## config.mk

```make
export PLATFORM = sky130hd
export DESIGN_NAME = dra_top
export DESIGN_NICKNAME = d
export VERILOG_FILES = /design/src/logic/dra_pkg.sv /design/src/logic/dra_cfg_if.sv /design/src/logic/dra_cpu_xlate.sv /design/src/logic/dra_fetch_gen.sv /design/src/logic/dra_top.sv
export SDC_FILE = /design/constraint.sdc
export NUM_CORES = 1
export LEC_CHECK = 0
export BUFFER_PORTS_ARGS = -buffer_cell sky130_fd_sc_hd__buf_2
export CAP_MARGIN = 20
export CORE_ASPECT_RATIO = 2
export CORE_MARGIN = 4
export CORE_UTILIZATION = 50
export DETAILED_ROUTE_END_ITERATION = 10
export PLACE_DENSITY_LB_ADDON = 0.12
export RECOVER_POWER = 50
export SYNTH_ARGS = -nofsm -noshare
export SYNTH_HDL_FRONTEND = slang
export SYNTH_SLANG_ARGS = --single-unit
```

## constraint.sdc

```tcl
create_clock -name core_clk -period 6 [get_ports core_clk]
set_clock_uncertainty 0.2 [all_clocks]
set_input_delay 0.6 -clock core_clk [delete_from_list [all_inputs] [get_ports core_clk]]
set_output_delay 0.6 -clock core_clk [all_outputs]
set_load 0.05 [all_outputs]
```

## src/logic/dra_pkg.sv

```systemverilog
// constants shared by the display rotation addressing logic
package dra_pkg;
  localparam int ADDR_W = 21;
  localparam int WORD_W = 20;
  localparam int VIRT_SIDE = 1024;
  localparam int COORD_W = $clog2(VIRT_SIDE);
  // register indices; the byte address is four times the index
  localparam logic [7:0] IDX_CTRL = 8'h40;
  localparam logic [7:0] IDX_START_LO = 8'h42;
  localparam logic [7:0] IDX_START_MID = 8'h43;
  localparam logic [7:0] IDX_START_HI = 8'h44;
  localparam logic [7:0] IDX_PAN = 8'h45;
  localparam logic [7:0] IDX_PITCH_LO = 8'h46;
  localparam logic [7:0] IDX_PITCH_HI = 8'h47;
  localparam logic [7:0] IDX_STATUS = 8'h48;
  // control register fields
  localparam int CTRL_ROT_LSB = 0;
  localparam int CTRL_BPP_LSB = 2;
  localparam int PAN_W = 4;
  // rotation select encodings
  localparam logic [1:0] ROT_0 = 2'h0;
  localparam logic [1:0] ROT_90 = 2'h1;
  localparam logic [1:0] ROT_180 = 2'h2;
  localparam logic [1:0] ROT_270 = 2'h3;
  // colour depth encodings
  localparam logic [1:0] BPP_4 = 2'h0;
  localparam logic [1:0] BPP_8 = 2'h1;
  localparam logic [1:0] BPP_16 = 2'h2;
  // reset values and bus encodings
  localparam logic [7:0] CTRL_RST = 8'h00;
  localparam logic [7:0] REG8_RST = 8'h00;
  localparam logic [1:0] HRESP_OKAY = 2'h0;
  localparam logic [1:0] HTRANS_NONSEQ = 2'h2;

  // largest pixel-panning value within one 16-bit word
  function automatic logic [PAN_W-1:0] pan_mask(input logic [1:0] bpp);
    case (bpp)
      BPP_4: pan_mask = 4'h3;
      BPP_8: pan_mask = 4'h1;
      default: pan_mask = 4'h0;
    endcase
  endfunction : pan_mask
endpackage : dra_pkg

```

## src/logic/dra_cfg_if.sv

```systemverilog
// configuration carried from the register file to the address paths
`timescale 1ns/1ps
interface dra_cfg_if;
  logic [1:0] rot_sel;
  logic [1:0] bpp;
  logic [23:0] start_addr;
  logic [15:0] line_pitch;
  modport src (output rot_sel, output bpp, output start_addr, output line_pitch);
  modport dst (input rot_sel, input bpp, input start_addr, input line_pitch);
endinterface : dra_cfg_if

```

## src/logic/dra_cpu_xlate.sv

```systemverilog
// cpu display-buffer address translation for the 90 and 270 degree modes
`timescale 1ns/1ps
module dra_cpu_xlate (
  input wire logic core_clk,
  input wire logic sys_rst,
  dra_cfg_if.dst cfg,
  input wire logic acc_req,
  input wire logic acc_we,
  input wire logic [dra_pkg::ADDR_W-1:0] acc_addr,
  output logic mem_req_q,
  output logic mem_we_q,
  output logic [dra_pkg::ADDR_W-1:0] mem_addr_q
);
  localparam int CW = dra_pkg::COORD_W;

  logic wide;
  logic depth_ok;
  logic [2*CW-1:0] pix;
  logic [CW-1:0] px;
  logic [CW-1:0] py;
  logic [2*CW-1:0] rpix;
  logic [dra_pkg::ADDR_W-1:0] mem_addr_d;

  always_comb begin
    wide = (cfg.bpp == dra_pkg::BPP_16);
    // 4 bpp has no rotated layout; such accesses pass untouched
    depth_ok = wide || (cfg.bpp == dra_pkg::BPP_8);
    pix = wide ? acc_addr[2*CW:1] : acc_addr[2*CW-1:0];
    px = pix[CW-1:0];
    py = pix[2*CW-1:CW];
    rpix = pix;
    mem_addr_d = acc_addr;
    case (cfg.rot_sel)
      dra_pkg::ROT_90: rpix = {px, ~py};
      dra_pkg::ROT_270: rpix = {~px, py};
      default: rpix = pix;
    endcase
    if (depth_ok && cfg.rot_sel[0]) begin
      if (wide) begin
        mem_addr_d = {rpix, acc_addr[0]};
      end else begin
        mem_addr_d = {acc_addr[dra_pkg::ADDR_W-1], rpix};
      end
    end
  end

  always_ff @(posedge core_clk or posedge sys_rst) begin
    if (sys_rst) begin
      mem_req_q <= 1'b0;
      mem_we_q <= 1'b0;
      mem_addr_q <= '0;
    end else begin
      mem_req_q <= acc_req;
      mem_we_q <= acc_we;
      mem_addr_q <= mem_addr_d;
    end
  end
endmodule : dra_cpu_xlate

```

## src/logic/dra_fetch_gen.sv

```systemverilog
// refresh fetch word address walker
`timescale 1ns/1ps
module dra_fetch_gen (
  input wire logic core_clk,
  input wire logic sys_rst,
  dra_cfg_if.dst cfg,
  input wire logic frame_start,
  input wire logic line_next,
  input wire logic word_next,
  output logic [dra_pkg::WORD_W-1:0] fetch_addr_q
);
  localparam int WW = dra_pkg::WORD_W;

  logic rev;
  logic [WW-1:0] base_q;
  logic [WW-1:0] start_w;
  logic [WW-1:0] pitch_w;
  logic [WW-1:0] next_base;

  always_comb begin
    rev = (cfg.rot_sel == dra_pkg::ROT_180);
    start_w = cfg.start_addr[WW-1:0];
    pitch_w = {{(WW-16){1'b0}}, cfg.line_pitch};
    // line stride follows the pitch, so start steps scroll or pan
    next_base = rev ? base_q - pitch_w : base_q + pitch_w;
  end

  // frame start beats line and word steps arriving together
  always_ff @(posedge core_clk or posedge sys_rst) begin
    if (sys_rst) begin
      base_q <= '0;
      fetch_addr_q <= '0;
    end else if (frame_start) begin
      base_q <= start_w;
      fetch_addr_q <= start_w;
    end else if (line_next) begin
      base_q <= next_base;
      fetch_addr_q <= next_base;
    end else if (word_next) begin
      fetch_addr_q <= rev ? fetch_addr_q - 1'b1 : fetch_addr_q + 1'b1;
    end
  end
endmodule : dra_fetch_gen

```

## src/logic/dra_top.sv

```systemverilog
// display rotation addressing: register slave, cpu translation, refresh walk
`timescale 1ns/1ps
module dra_top (
  input wire logic core_clk,
  input wire logic sys_rst,
  // ahb-lite register slave
  input wire logic hsel,
  input wire logic [11:0] haddr,
  input wire logic [1:0] htrans,
  input wire logic hwrite,
  input wire logic [2:0] hsize,
  input wire logic [31:0] hwdata,
  input wire logic hready,
  output logic hreadyout,
  output logic [31:0] hrdata,
  output logic [1:0] hresp,
  // cpu display-buffer access
  input wire logic acc_req,
  input wire logic acc_we,
  input wire logic [dra_pkg::ADDR_W-1:0] acc_addr,
  output logic mem_req,
  output logic mem_we,
  output logic [dra_pkg::ADDR_W-1:0] mem_addr,
  // refresh fetch path
  input wire logic frame_start,
  input wire logic line_next,
  input wire logic word_next,
  output logic [dra_pkg::WORD_W-1:0] fetch_addr,
  output logic [dra_pkg::PAN_W-1:0] fetch_pan
);
  typedef enum logic [0:0] {
    BUS_IDLE,
    BUS_RD_WAIT
  } dra_bus_type;

  dra_cfg_if cfg ();

  dra_bus_type bus_q;
  logic wr_pend_q;
  logic [7:0] idx_q;
  logic [7:0] ctrl_q;
  logic [7:0] start_lo_q;
  logic [7:0] start_mid_q;
  logic [7:0] start_hi_q;
  logic [7:0] pitch_lo_q;
  logic [7:0] pitch_hi_q;
  logic [dra_pkg::PAN_W-1:0] pan_q;
  logic hreadyout_q;
  logic [31:0] hrdata_q;
  logic [1:0] hresp_q;
  logic [dra_pkg::PAN_W-1:0] fetch_pan_q;
  logic [dra_pkg::PAN_W-1:0] fetch_pan_d;
  logic [31:0] rd_mux;
  logic take;
  logic take_idx_ok;
  logic [dra_pkg::WORD_W-1:0] fetch_addr_w;

  // address phase taken for any selected nonseq access; word size and alignment are checked separately
  always_comb begin
    take = hsel && hready && (htrans == dra_pkg::HTRANS_NONSEQ);
    take_idx_ok = (haddr[1:0] == 2'h0) && (hsize == 3'h2);
  end

  // bus phase tracking; reads add one wait so a write just before is seen
  always_ff @(posedge core_clk or posedge sys_rst) begin
    if (sys_rst) begin
      bus_q <= BUS_IDLE;
      hreadyout_q <= 1'b1;
    end else begin
      case (bus_q)
        BUS_IDLE: begin
          if (take && !hwrite) begin
            bus_q <= BUS_RD_WAIT;
            hreadyout_q <= 1'b0;
          end
        end
        BUS_RD_WAIT: begin
          bus_q <= BUS_IDLE;
          hreadyout_q <= 1'b1;
        end
        default: begin
          bus_q <= BUS_IDLE;
          hreadyout_q <= 1'b1;
        end
      endcase
    end
  end

  // captured word index; misaligned or narrow accesses land nowhere
  always_ff @(posedge core_clk or posedge sys_rst) begin
    if (sys_rst) begin
      idx_q <= 8'h00;
      wr_pend_q <= 1'b0;
    end else if (take) begin
      idx_q <= take_idx_ok ? haddr[9:2] : 8'h00;
      wr_pend_q <= hwrite && take_idx_ok;
    end else if (hready) begin
      wr_pend_q <= 1'b0;
    end
  end

  // control register: rotation select and colour depth
  always_ff @(posedge core_clk or posedge sys_rst) begin
    if (sys_rst) begin
      ctrl_q <= dra_pkg::CTRL_RST;
    end else if (wr_pend_q && idx_q == dra_pkg::IDX_CTRL) begin
      ctrl_q <= {4'h0, hwdata[3:0]};
    end
  end

  // panel start address, three bytes
  always_ff @(posedge core_clk or posedge sys_rst) begin
    if (sys_rst) begin
      start_lo_q <= dra_pkg::REG8_RST;
      start_mid_q <= dra_pkg::REG8_RST;
      start_hi_q <= dra_pkg::REG8_RST;
    end else if (wr_pend_q) begin
      if (idx_q == dra_pkg::IDX_START_LO) begin
        start_lo_q <= hwdata[7:0];
      end
      if (idx_q == dra_pkg::IDX_START_MID) begin
        start_mid_q <= hwdata[7:0];
      end
      if (idx_q == dra_pkg::IDX_START_HI) begin
        start_hi_q <= hwdata[7:0];
      end
    end
  end

  // panel line pitch, two bytes
  always_ff @(posedge core_clk or posedge sys_rst) begin
    if (sys_rst) begin
      pitch_lo_q <= dra_pkg::REG8_RST;
      pitch_hi_q <= dra_pkg::REG8_RST;
    end else if (wr_pend_q) begin
      if (idx_q == dra_pkg::IDX_PITCH_LO) begin
        pitch_lo_q <= hwdata[7:0];
      end
      if (idx_q == dra_pkg::IDX_PITCH_HI) begin
        pitch_hi_q <= hwdata[7:0];
      end
    end
  end

  // pixel panning value
  always_ff @(posedge core_clk or posedge sys_rst) begin
    if (sys_rst) begin
      pan_q <= '0;
    end else if (wr_pend_q && idx_q == dra_pkg::IDX_PAN) begin
      pan_q <= hwdata[dra_pkg::PAN_W-1:0];
    end
  end

  // read-back mux; unmapped indices read zero
  always_comb begin
    rd_mux = 32'h0000_0000;
    case (idx_q)
      dra_pkg::IDX_CTRL: rd_mux = {24'h00_0000, ctrl_q};
      dra_pkg::IDX_START_LO: rd_mux = {24'h00_0000, start_lo_q};
      dra_pkg::IDX_START_MID: rd_mux = {24'h00_0000, start_mid_q};
      dra_pkg::IDX_START_HI: rd_mux = {24'h00_0000, start_hi_q};
      dra_pkg::IDX_PAN: rd_mux = {28'h000_0000, pan_q};
      dra_pkg::IDX_PITCH_LO: rd_mux = {24'h00_0000, pitch_lo_q};
      dra_pkg::IDX_PITCH_HI: rd_mux = {24'h00_0000, pitch_hi_q};
      dra_pkg::IDX_STATUS: rd_mux = {12'h000, fetch_addr_w};
      default: rd_mux = 32'h0000_0000;
    endcase
  end

  // read data loaded in the wait cycle and held until the next read
  always_ff @(posedge core_clk or posedge sys_rst) begin
    if (sys_rst) begin
      hrdata_q <= 32'h0000_0000;
    end else if (bus_q == BUS_RD_WAIT) begin
      hrdata_q <= rd_mux;
    end
  end

  // every transfer answers okay, including unmapped ones
  always_ff @(posedge core_clk or posedge sys_rst) begin
    if (sys_rst) begin
      hresp_q <= dra_pkg::HRESP_OKAY;
    end else begin
      hresp_q <= dra_pkg::HRESP_OKAY;
    end
  end

  assign hreadyout = hreadyout_q;
  assign hrdata = hrdata_q;
  assign hresp = hresp_q;

  // configuration fan-out to both address paths
  assign cfg.rot_sel = ctrl_q[dra_pkg::CTRL_ROT_LSB +: 2];
  assign cfg.bpp = ctrl_q[dra_pkg::CTRL_BPP_LSB +: 2];
  assign cfg.start_addr = {start_hi_q, start_mid_q, start_lo_q};
  assign cfg.line_pitch = {pitch_hi_q, pitch_lo_q};

  // panning sense flips in 180 and 270; the fetch side sees it ready-made
  always_comb begin
    fetch_pan_d = pan_q & dra_pkg::pan_mask(cfg.bpp);
    if (cfg.rot_sel == dra_pkg::ROT_180 || cfg.rot_sel == dra_pkg::ROT_270) begin
      fetch_pan_d = dra_pkg::pan_mask(cfg.bpp) - fetch_pan_d;
    end
  end

  always_ff @(posedge core_clk or posedge sys_rst) begin
    if (sys_rst) begin
      fetch_pan_q <= '0;
    end else begin
      fetch_pan_q <= fetch_pan_d;
    end
  end

  assign fetch_pan = fetch_pan_q;

  // cpu display-buffer accesses reach memory through the translated port
  dra_cpu_xlate u_xlate (
    .core_clk(core_clk),
    .sys_rst(sys_rst),
    .cfg(cfg.dst),
    .acc_req(acc_req),
    .acc_we(acc_we),
    .acc_addr(acc_addr),
    .mem_req_q(mem_req),
    .mem_we_q(mem_we),
    .mem_addr_q(mem_addr)
  );

  dra_fetch_gen u_fetch (
    .core_clk(core_clk),
    .sys_rst(sys_rst),
    .cfg(cfg.dst),
    .frame_start(frame_start),
    .line_next(line_next),
    .word_next(word_next),
    .fetch_addr_q(fetch_addr_w)
  );

  assign fetch_addr = fetch_addr_w;
endmodule : dra_top

```

==> results.md, run 1 <==
- Row Count: 68
- Filler cells: 1594
- CP Class: reg2reg
- Hold Fails Final Rpt: 0
- List of most frequent post-synthesis cells: dfrtp_1 (144), nand2_1 (82), o21ai_0 (72)
- Clk Latency, worst-skew pair: 0.43 ns
- Relative slew slack: -1.76
- Residual DRC count: 0
- DIE HEIGHT: 196 um
- Run status: finished, violations left
- Drt pass-1 iters: 5
- Die width: 102 um
- GRT Overall Usage: 0.264
- Netlist Area Pre-Place: 8810 sq um
- TritonCTS buffer count: 17
- Endpoints failing setup: 0
- Top cells by area, synth: dfrtp_1 (41%), ha_1 (6.1%), mux2_2 (5.9%)
- Distinct cells, synth: 80
- Failing checks: capacitance limit, slew limit
- Critical path fanouts, max: 7
- Post-synthesis sequential area ratio: 0.412
- Reg area: 3630 sq um
- CP startpoint kind: flip-flop
- Arr. time, crit path: 4.30 ns
- Count leader, synth: dfrtp_1
- Critical Path RT: 6.14 ns
- Final period utilization: 0.695
- Routed vias/inst: 5.94
- Max-slew violations: 121
- Final WL: 25700 um
- Layout area overhead: 14.0%
- Final Wtd Congestion: 0.976
- Layout cell share with drive strength beyond 1: 0.174
- Max VDD drop: 0.187 mV
- Post-layout net count: 1139
- N_diodes: 0
- Reg-to-reg setup timing slack: 1.83 ns
- Number of synthesized flops with an enable pin: 0
- Clock transition at path regs: 0.06 ns
- Antenna-violating nets left: 0
- Hold WC Path Type: in2reg
- Wirelength per Cell: 20.8 um
- Clock Sink Count: 145
- Max-Cap Viols: 2
- Hold_buf cts: 0
- IO Pins: 162
- Largest net degree at the start of global routing: 93
- Main synth FF type: dfrtp_1
- RSZ-0062 raised after global routing: no
- Clk buf depth: 2
- Final HPWL DP: 19700 um
- FFs w/ async S/R, synth: 1.00
- Ys Warns: 0
- Synth area leader: dfrtp_1
- First-pass GRT wire length: 39900 um
- PD cells: 245 nW/um^2
- Initial antenna violation count: 0
- Starting density of the core: 0.510
- Worst slew pin tran: 4.12 ns
- Clk root buf: clkbuf_16
- Placed inst area: 9550 sq um
- Worst hold slack: 0.0788 ns
- Setup TNS: 0 ns
- Multi-input logic area: 4800 sq um
- Max H-tree Level: 4
- Top-area cell type share of the netlist area: 0.409
- Total global routing overflow: 0
- Number of buffers added on ports: 121
- Starting DRT DRC Count: 351
- CTS tree: done
- Synth Instances: 900
- CP endpoint kind: flip-flop
- Leakage: 4.72 nW
- Resized cells post-CTS: 0
- F_max: 0.240 GHz
- FF+latch count, synth: 145
- Design area: 10000 sq um
- Core area: 17300 sq um
- Setup bufs post-CTS: 0
- Routed via count: 7349
- Syn avg cell area: 9.79 sq um
- Vias in the first global route: 7603
- Min cycle time layout: 4.17 ns
- Die area: 19900 sq um
[cell families after synthesis]
family / synth area share
XOR/XNOR: 0.0635
adder cells (fa/ha/maj): 0.0656
other: 0.000853
AND/OR/NAND/NOR: 0.130
AO/OA/AOI/OAI: 0.194
multiplexers: 0.0842
buffers and inverters: 0.0489
flip-flops: 0.412
[stage by stage]
step / total power [mW] / util / std cells / setup slack [ns]
floorplan: 1.35 / - / 913 / 1.31
global placement: 1.47 / 0.553 / 1204 / 1.89
detailed placement: 1.47 / 0.553 / 1204 / 1.85
CTS: 2.47 / 0.584 / 1236 / 1.82
global route: 2.54 / 0.581 / 1237 / 1.61
finish: 2.46 / 0.581 / 1237 / 1.83
[path summary, 6_finish.rpt]
check / from / endpoint / cells after the start
setup / recovery: pitch_lo_q[2]$_DFFE_PP0P_ / u_fetch.fetch_addr_q[19]$_DFFE_PP0P_ / 13
hold / removal: acc_req / u_xlate.mem_req_q$_DFF_PP0_ / 1
setup reg to reg: pitch_lo_q[2]$_DFFE_PP0P_ / u_fetch.fetch_addr_q[19]$_DFFE_PP0P_ / 13
hold reg to reg: hreadyout$_DFFE_PP1P_ / hreadyout$_DFFE_PP1P_ / 2
max in group asynchronous: sys_rst / idx_q[2]$_DFFE_PP0P_ / 3
min in group asynchronous: sys_rst / fetch_pan[2]$_DFF_PP0_ / 2
[placed cells by master, fill, tap and decap left out, drive strengths merged, types with 5 or more instances in the layout]
cell type  count
dfrtp        144
nand2         84
clkbuf        81
o21ai         72
buf           70
a21oi         57
nor2          52
inv           51
mux2          46
ha            43
xnor2         33
xor2          30
nand3         25
a21o          16
conb          15
nor3          15
o22ai         14
mux2i         13
a31oi         11
o31ai         11
nand2b         9
a22o           9
and2           7
a221oi         7
nor4           7
o21bai         6
a211oi         6
and3           6
nor2b          5
o22a           5
a22oi          5
clkinv         5
[critical path, cell delays in order (launching register included)]
cell and delay [ns]:
dfrtp_1 0.48, nor4_4 0.38, and2_2 0.24, nand2_1 0.06, o41ai_1 0.52, and2_1 0.25
ha_1 0.28, and3_1 0.24, a221o_1 0.34, a31o_2 0.25, a21o_1 0.19, a221oi_2 0.32
a22oi_2 0.11, a211oi_2 0.21
[state kept, by name, indices dropped and copies added (netlist names)]
| register | cells |
|---|---|
| start_mid_q | 8 |
| pitch_hi_q | 8 |
| start_hi_q | 8 |
| fetch_pan | 3 |
| u_xlate.mem_addr_q | 21 |
| pan_q | 4 |
| bus_q | 1 |
| ctrl_q | 4 |
| u_xlate.mem_req_q | 1 |
| start_lo_q | 8 |
| u_fetch.base_q | 20 |
| idx_q | 8 |
| u_xlate.mem_we_q | 1 |
| wr_pend_q | 1 |
| hrdata | 20 |
| pitch_lo_q | 8 |
| u_fetch.fetch_addr_q | 20 |
| hreadyout | 1 |
[layout make-up]
cell class                      instances  area share
Timing Repair Buffer                  129      0.0607
Tap cell                              210      0.0262
Multi-Input combinational cell        670       0.478
Clock buffer                           22      0.0452
Clock inverter                         10     0.00897
Sequential cell                       145       0.361
Inverter                               51      0.0192
[power by group]
| group | switching [mW] | internal, mW | leakage, nW |
|---|---|---|---|
| clock network | 0.427 | 0.580 | 0.260 |
| registers | 0.0461 | 1.02 | 1.85 |
| logic | 0.274 | 0.110 | 2.60 |
[routing by layer]
metal  vias up  routed length, um  global-route usage
li1       3463                  -                   -
met1      3560               8600               0.254
met2       241              14100               0.485
met3        85               1160              0.0509
met4         0               1910               0.178
met5         -                  0                   0
Note: power is estimated with default switching activity, not from simulation.
==> inputs of run 2 (changes only) <==
==> constraint.sdc (replaced) <==
create_clock -name core_clk -period 4.15 [get_ports core_clk]
set_clock_uncertainty 0.2 [all_clocks]
set_input_delay 0.415 -clock core_clk [delete_from_list [all_inputs] [get_ports core_clk]]
set_output_delay 0.415 -clock core_clk [all_outputs]
set_load 0.05 [all_outputs]
==> run 2 against run 1 <==
Effect of this change: the run still ends with capacitance limit, slew limit left; clock power is 66% higher; critical path depth is 1 lower; sequential power is 44% higher; design area is 2.1% higher; combinational power is 46% higher; global-route usage is 0.37 points higher; worst hold slack worse by 0.069 ns; final cell count is 1.1% higher; core utilization is 1.2 points higher; count of clock-buffer cells in the layout is 1 lower; critical path type unchanged; largest power group is now clock; highest routed layer unchanged.
==> results.md, run 2 (synthesis gave the netlist of run 1 again) <==
- Run status: finished, violations left
- Failing checks: capacitance limit, slew limit
- CP startpoint kind: flip-flop
- Largest reg by FF count: u_xlate.mem_addr_q
- Psw: 1.09 mW (+46%)
- Critical Path RT: 4.30 ns (-1.84 ns)
- Max-slew violations: 111 (-8.3%)
- Antenna-violating nets left: 0 (unchanged)
- Int Pwr: 2.69 mW (+57%)
- Relative slew slack: -0.380 (+1.38)
- DIE HEIGHT: 196 um (unchanged)
- Starting DRT DRC Count: 373 (+6.3%)
- Clk network pwr share: 0.444 (+0.034)
- Vias in the first global route: 7700 (+1.3%)
- Core area: 17300 sq um (unchanged)
- N_diodes: 0 (unchanged)
- Max-Cap Viols: 2 (unchanged)
- IO Pins: 162 (unchanged)
- Max VDD drop: 0.321 mV (+71%)
- Place WS: 0.197 ns (-1.65 ns)
- Hold Fails Final Rpt: 0 (unchanged)
- CP Class: reg2reg
- GRT Overall Usage: 0.267 (+0.00367)
- CP max stage delay: 0.45 ns (-0.07 ns)
- Endpoints failing setup: 0 (unchanged)
- CP endpoint kind: flip-flop
- Final WL: 25700 um (-0.38%)
- RSZ-0062 raised after global routing: no
- Comb pwr share: 0.148 (-0.008)
- Die width: 102 um (unchanged)
- Final Wtd Congestion: 0.989 (+1.3%)
- First-pass GRT wire length: 40400 um (+1.2%)
- Layout cell share with drive strength beyond 1: 0.185 (+0.0103)
- Commonest non-fill, non-tap cell in the layout: dfrtp_1
- Most frequent cells in the layout: dfrtp_1 (144), nand2_1 (82), o21ai_0 (72)
- PD cells: 368 nW/um^2 (+51%)
- Clk buf depth: 2 (unchanged)
- Final worst-path setup slack: 0.236 ns (-1.60 ns)
- Hold path endpoint: idx_q[0]$_DFFE_PP0P_
- Wirelength per Cell: 20.5 um (-1.4%)
- Row Count: 68 (unchanged)
- CTS tree: done
- R2R Path Start: ctrl_q[0]$_DFFE_PP0P_
- TritonCTS buffer count: 17 (unchanged)
- Leakage: 4.84 nW (+2.7%)
- F_max: 0.255 GHz (+6.5%)
- Seq pwr share: 0.408 (-0.026)
- Clock Sink Count: 145 (unchanged)
- Die area: 19900 sq um (unchanged)
- Drt pass-1 iters: 5 (unchanged)
- Final HPWL DP: 19700 um (+0.19%)
- Worst Hold Depth: 2 (+1)
- Largest net degree at the start of global routing: 83 (-11%)
- Min cycle time layout: 3.91 ns (-0.255 ns)
- Max FFs per register: 21 (unchanged)
- Initial antenna violation count: 0 (unchanged)
- Hold path startpoint: haddr[2]
- Clk Latency, worst-skew pair: 0.43 ns (about the same)
- Reg2reg end: u_fetch.fetch_addr_q[19]$_DFFE_PP0P_
- Number of buffers added on ports: 121 (unchanged)
- Sw Share: 0.289 (-0.0152)
- Starting density of the core: 0.510 (unchanged)
- Reg2Reg Depth: 12 (-1)
- Clock transition at path regs: 0.06 ns (about the same)
- Routed vias/inst: 5.87 (-1.3%)
- Post-layout net count: 1152 (+1.1%)
- Setup TNS: 0 ns (unchanged)
- Clk root buf: clkbuf_16
- Reg-to-reg setup timing slack: 0.24 ns (-1.60 ns)
- Routed via count: 7333 (-0.22%)
- Setup bufs post-CTS: 0 (unchanged)
- Total global routing overflow: 0 (unchanged)
- Residual DRC count: 0 (unchanged)
- Crit-path cells: nand2b_1 > inv_1 > buf_4 > ha_1 > o21ai_0 > a2111oi_0 > nand3_1 > a31oi_1 > mux2i_1 > nand2_1 > a31o_2 > a211oi_2
- Max H-tree Level: 4 (unchanged)
- Worst slew pin tran: 2.07 ns (-2.05 ns)
- Final period utilization: 0.943 (+0.248)
- Critical path fanouts, max: 18 (+11)
- Arr. time, crit path: 4.06 ns (-0.24 ns)
- Hold WC Path Type: in2reg
- Layout area overhead: 16.4%
- Slowest-stage cell, CP: a31oi_1
-- run 2: cell types whose count changed in the layout (fill, tap and decap cells not counted), sizes merged --
cell,delta
buf,+9
dlygate4sd3,+6
bufinv,+3
clkbuf,-3
clkinv,-2
clkinvlp,-2
inv,+2
-- run 2: repair_timing --
item,in CTS,in global routing
gates resized for setup,0,1
setup endpoints to repair,0,1
hold buffers,6,0
endpoints found under the hold margin,22,0
-- run 2: metal layers --
layer	part of all wire	wire length (um)	global-route usage
met4	0.071	1820	0.178
met2	0.55	14100	0.490
met5	0	0	0
met1	0.33	8560	0.262
met3	0.044	1130	0.0509
-- run 2: worst max-delay path by stage --
| stage | from | slack [ns] | endpoint | cells past startpoint |
|---|---|---|---|---|
| global placement | pitch_lo_q[7]$_DFFE_PP0P_ | 0.27 | u_fetch.fetch_addr_q[15]$_DFFE_PP0P_ | 13 |
| floorplan | ctrl_q[1]$_DFFE_PP0P_ | 0.52 | u_fetch.fetch_addr_q[16]$_DFFE_PP0P_ | 13 |
| detailed placement | pitch_lo_q[5]$_DFFE_PP0P_ | 0.20 | u_fetch.fetch_addr_q[19]$_DFFE_PP0P_ | 13 |
| CTS | pitch_lo_q[5]$_DFFE_PP0P_ | 0.17 | u_fetch.fetch_addr_q[19]$_DFFE_PP0P_ | 13 |
| finish | ctrl_q[0]$_DFFE_PP0P_ | 0.24 | u_fetch.fetch_addr_q[19]$_DFFE_PP0P_ | 12 |
| global route | pitch_lo_q[5]$_DFFE_PP0P_ | 0.05 | u_fetch.fetch_addr_q[19]$_DFFE_PP0P_ | 13 |
-- run 2: power groups by stage --
stage                     Combinational, mW  Clock, mW  Sequential (mW)
after floorplan                       0.295          0             1.66
after global placement                0.558          0             1.56
after CTS                             0.570       1.70             1.54
final                                 0.559       1.68             1.54
after global routing                  0.608       1.76             1.55
after detailed placement              0.563          0             1.56
-- run 2: worst max-delay path, delay by kind of cell, from the launching register on --
| family | cells | cell delay, ns |
|---|---|---|
| AO/OA/AOI/OAI | 5 | 1.50 |
| AND/OR/NAND/NOR | 3 | 0.55 |
| buffers and inverters | 2 | 0.45 |
| flip-flops | 1 | 0.40 |
| adder cells (fa/ha/maj) | 1 | 0.40 |
| multiplexers | 1 | 0.32 |
-- run 2: stage by stage --
step | area, sq um | instances | total power, mW | hold slack, ns | utilization
after floorplan | 8860 | 913 | 1.95 | 0.245 | -
after global placement | 9610 | 1211 | 2.12 | 0.249 | 0.557
after detailed placement | 9610 | 1211 | 2.13 | 0.254 | 0.557
after CTS | 10300 | 1249 | 3.81 | 0.000213 | 0.597
after global routing | 10300 | 1250 | 3.91 | 0.000414 | 0.594
final | 10300 | 1250 | 3.78 | 0.0103 | 0.594
-- run 2: final cells by class --
class / instances / area (sq um)
clock buffers: 21 / 460
clock inverters: 11 / 176
fillers: 1550 / 7020
inverters: 51 / 193
multi-input cells: 670 / 4810
flip-flops and latches: 145 / 3630
well taps: 210 / 263
repair buffers: 142 / 721
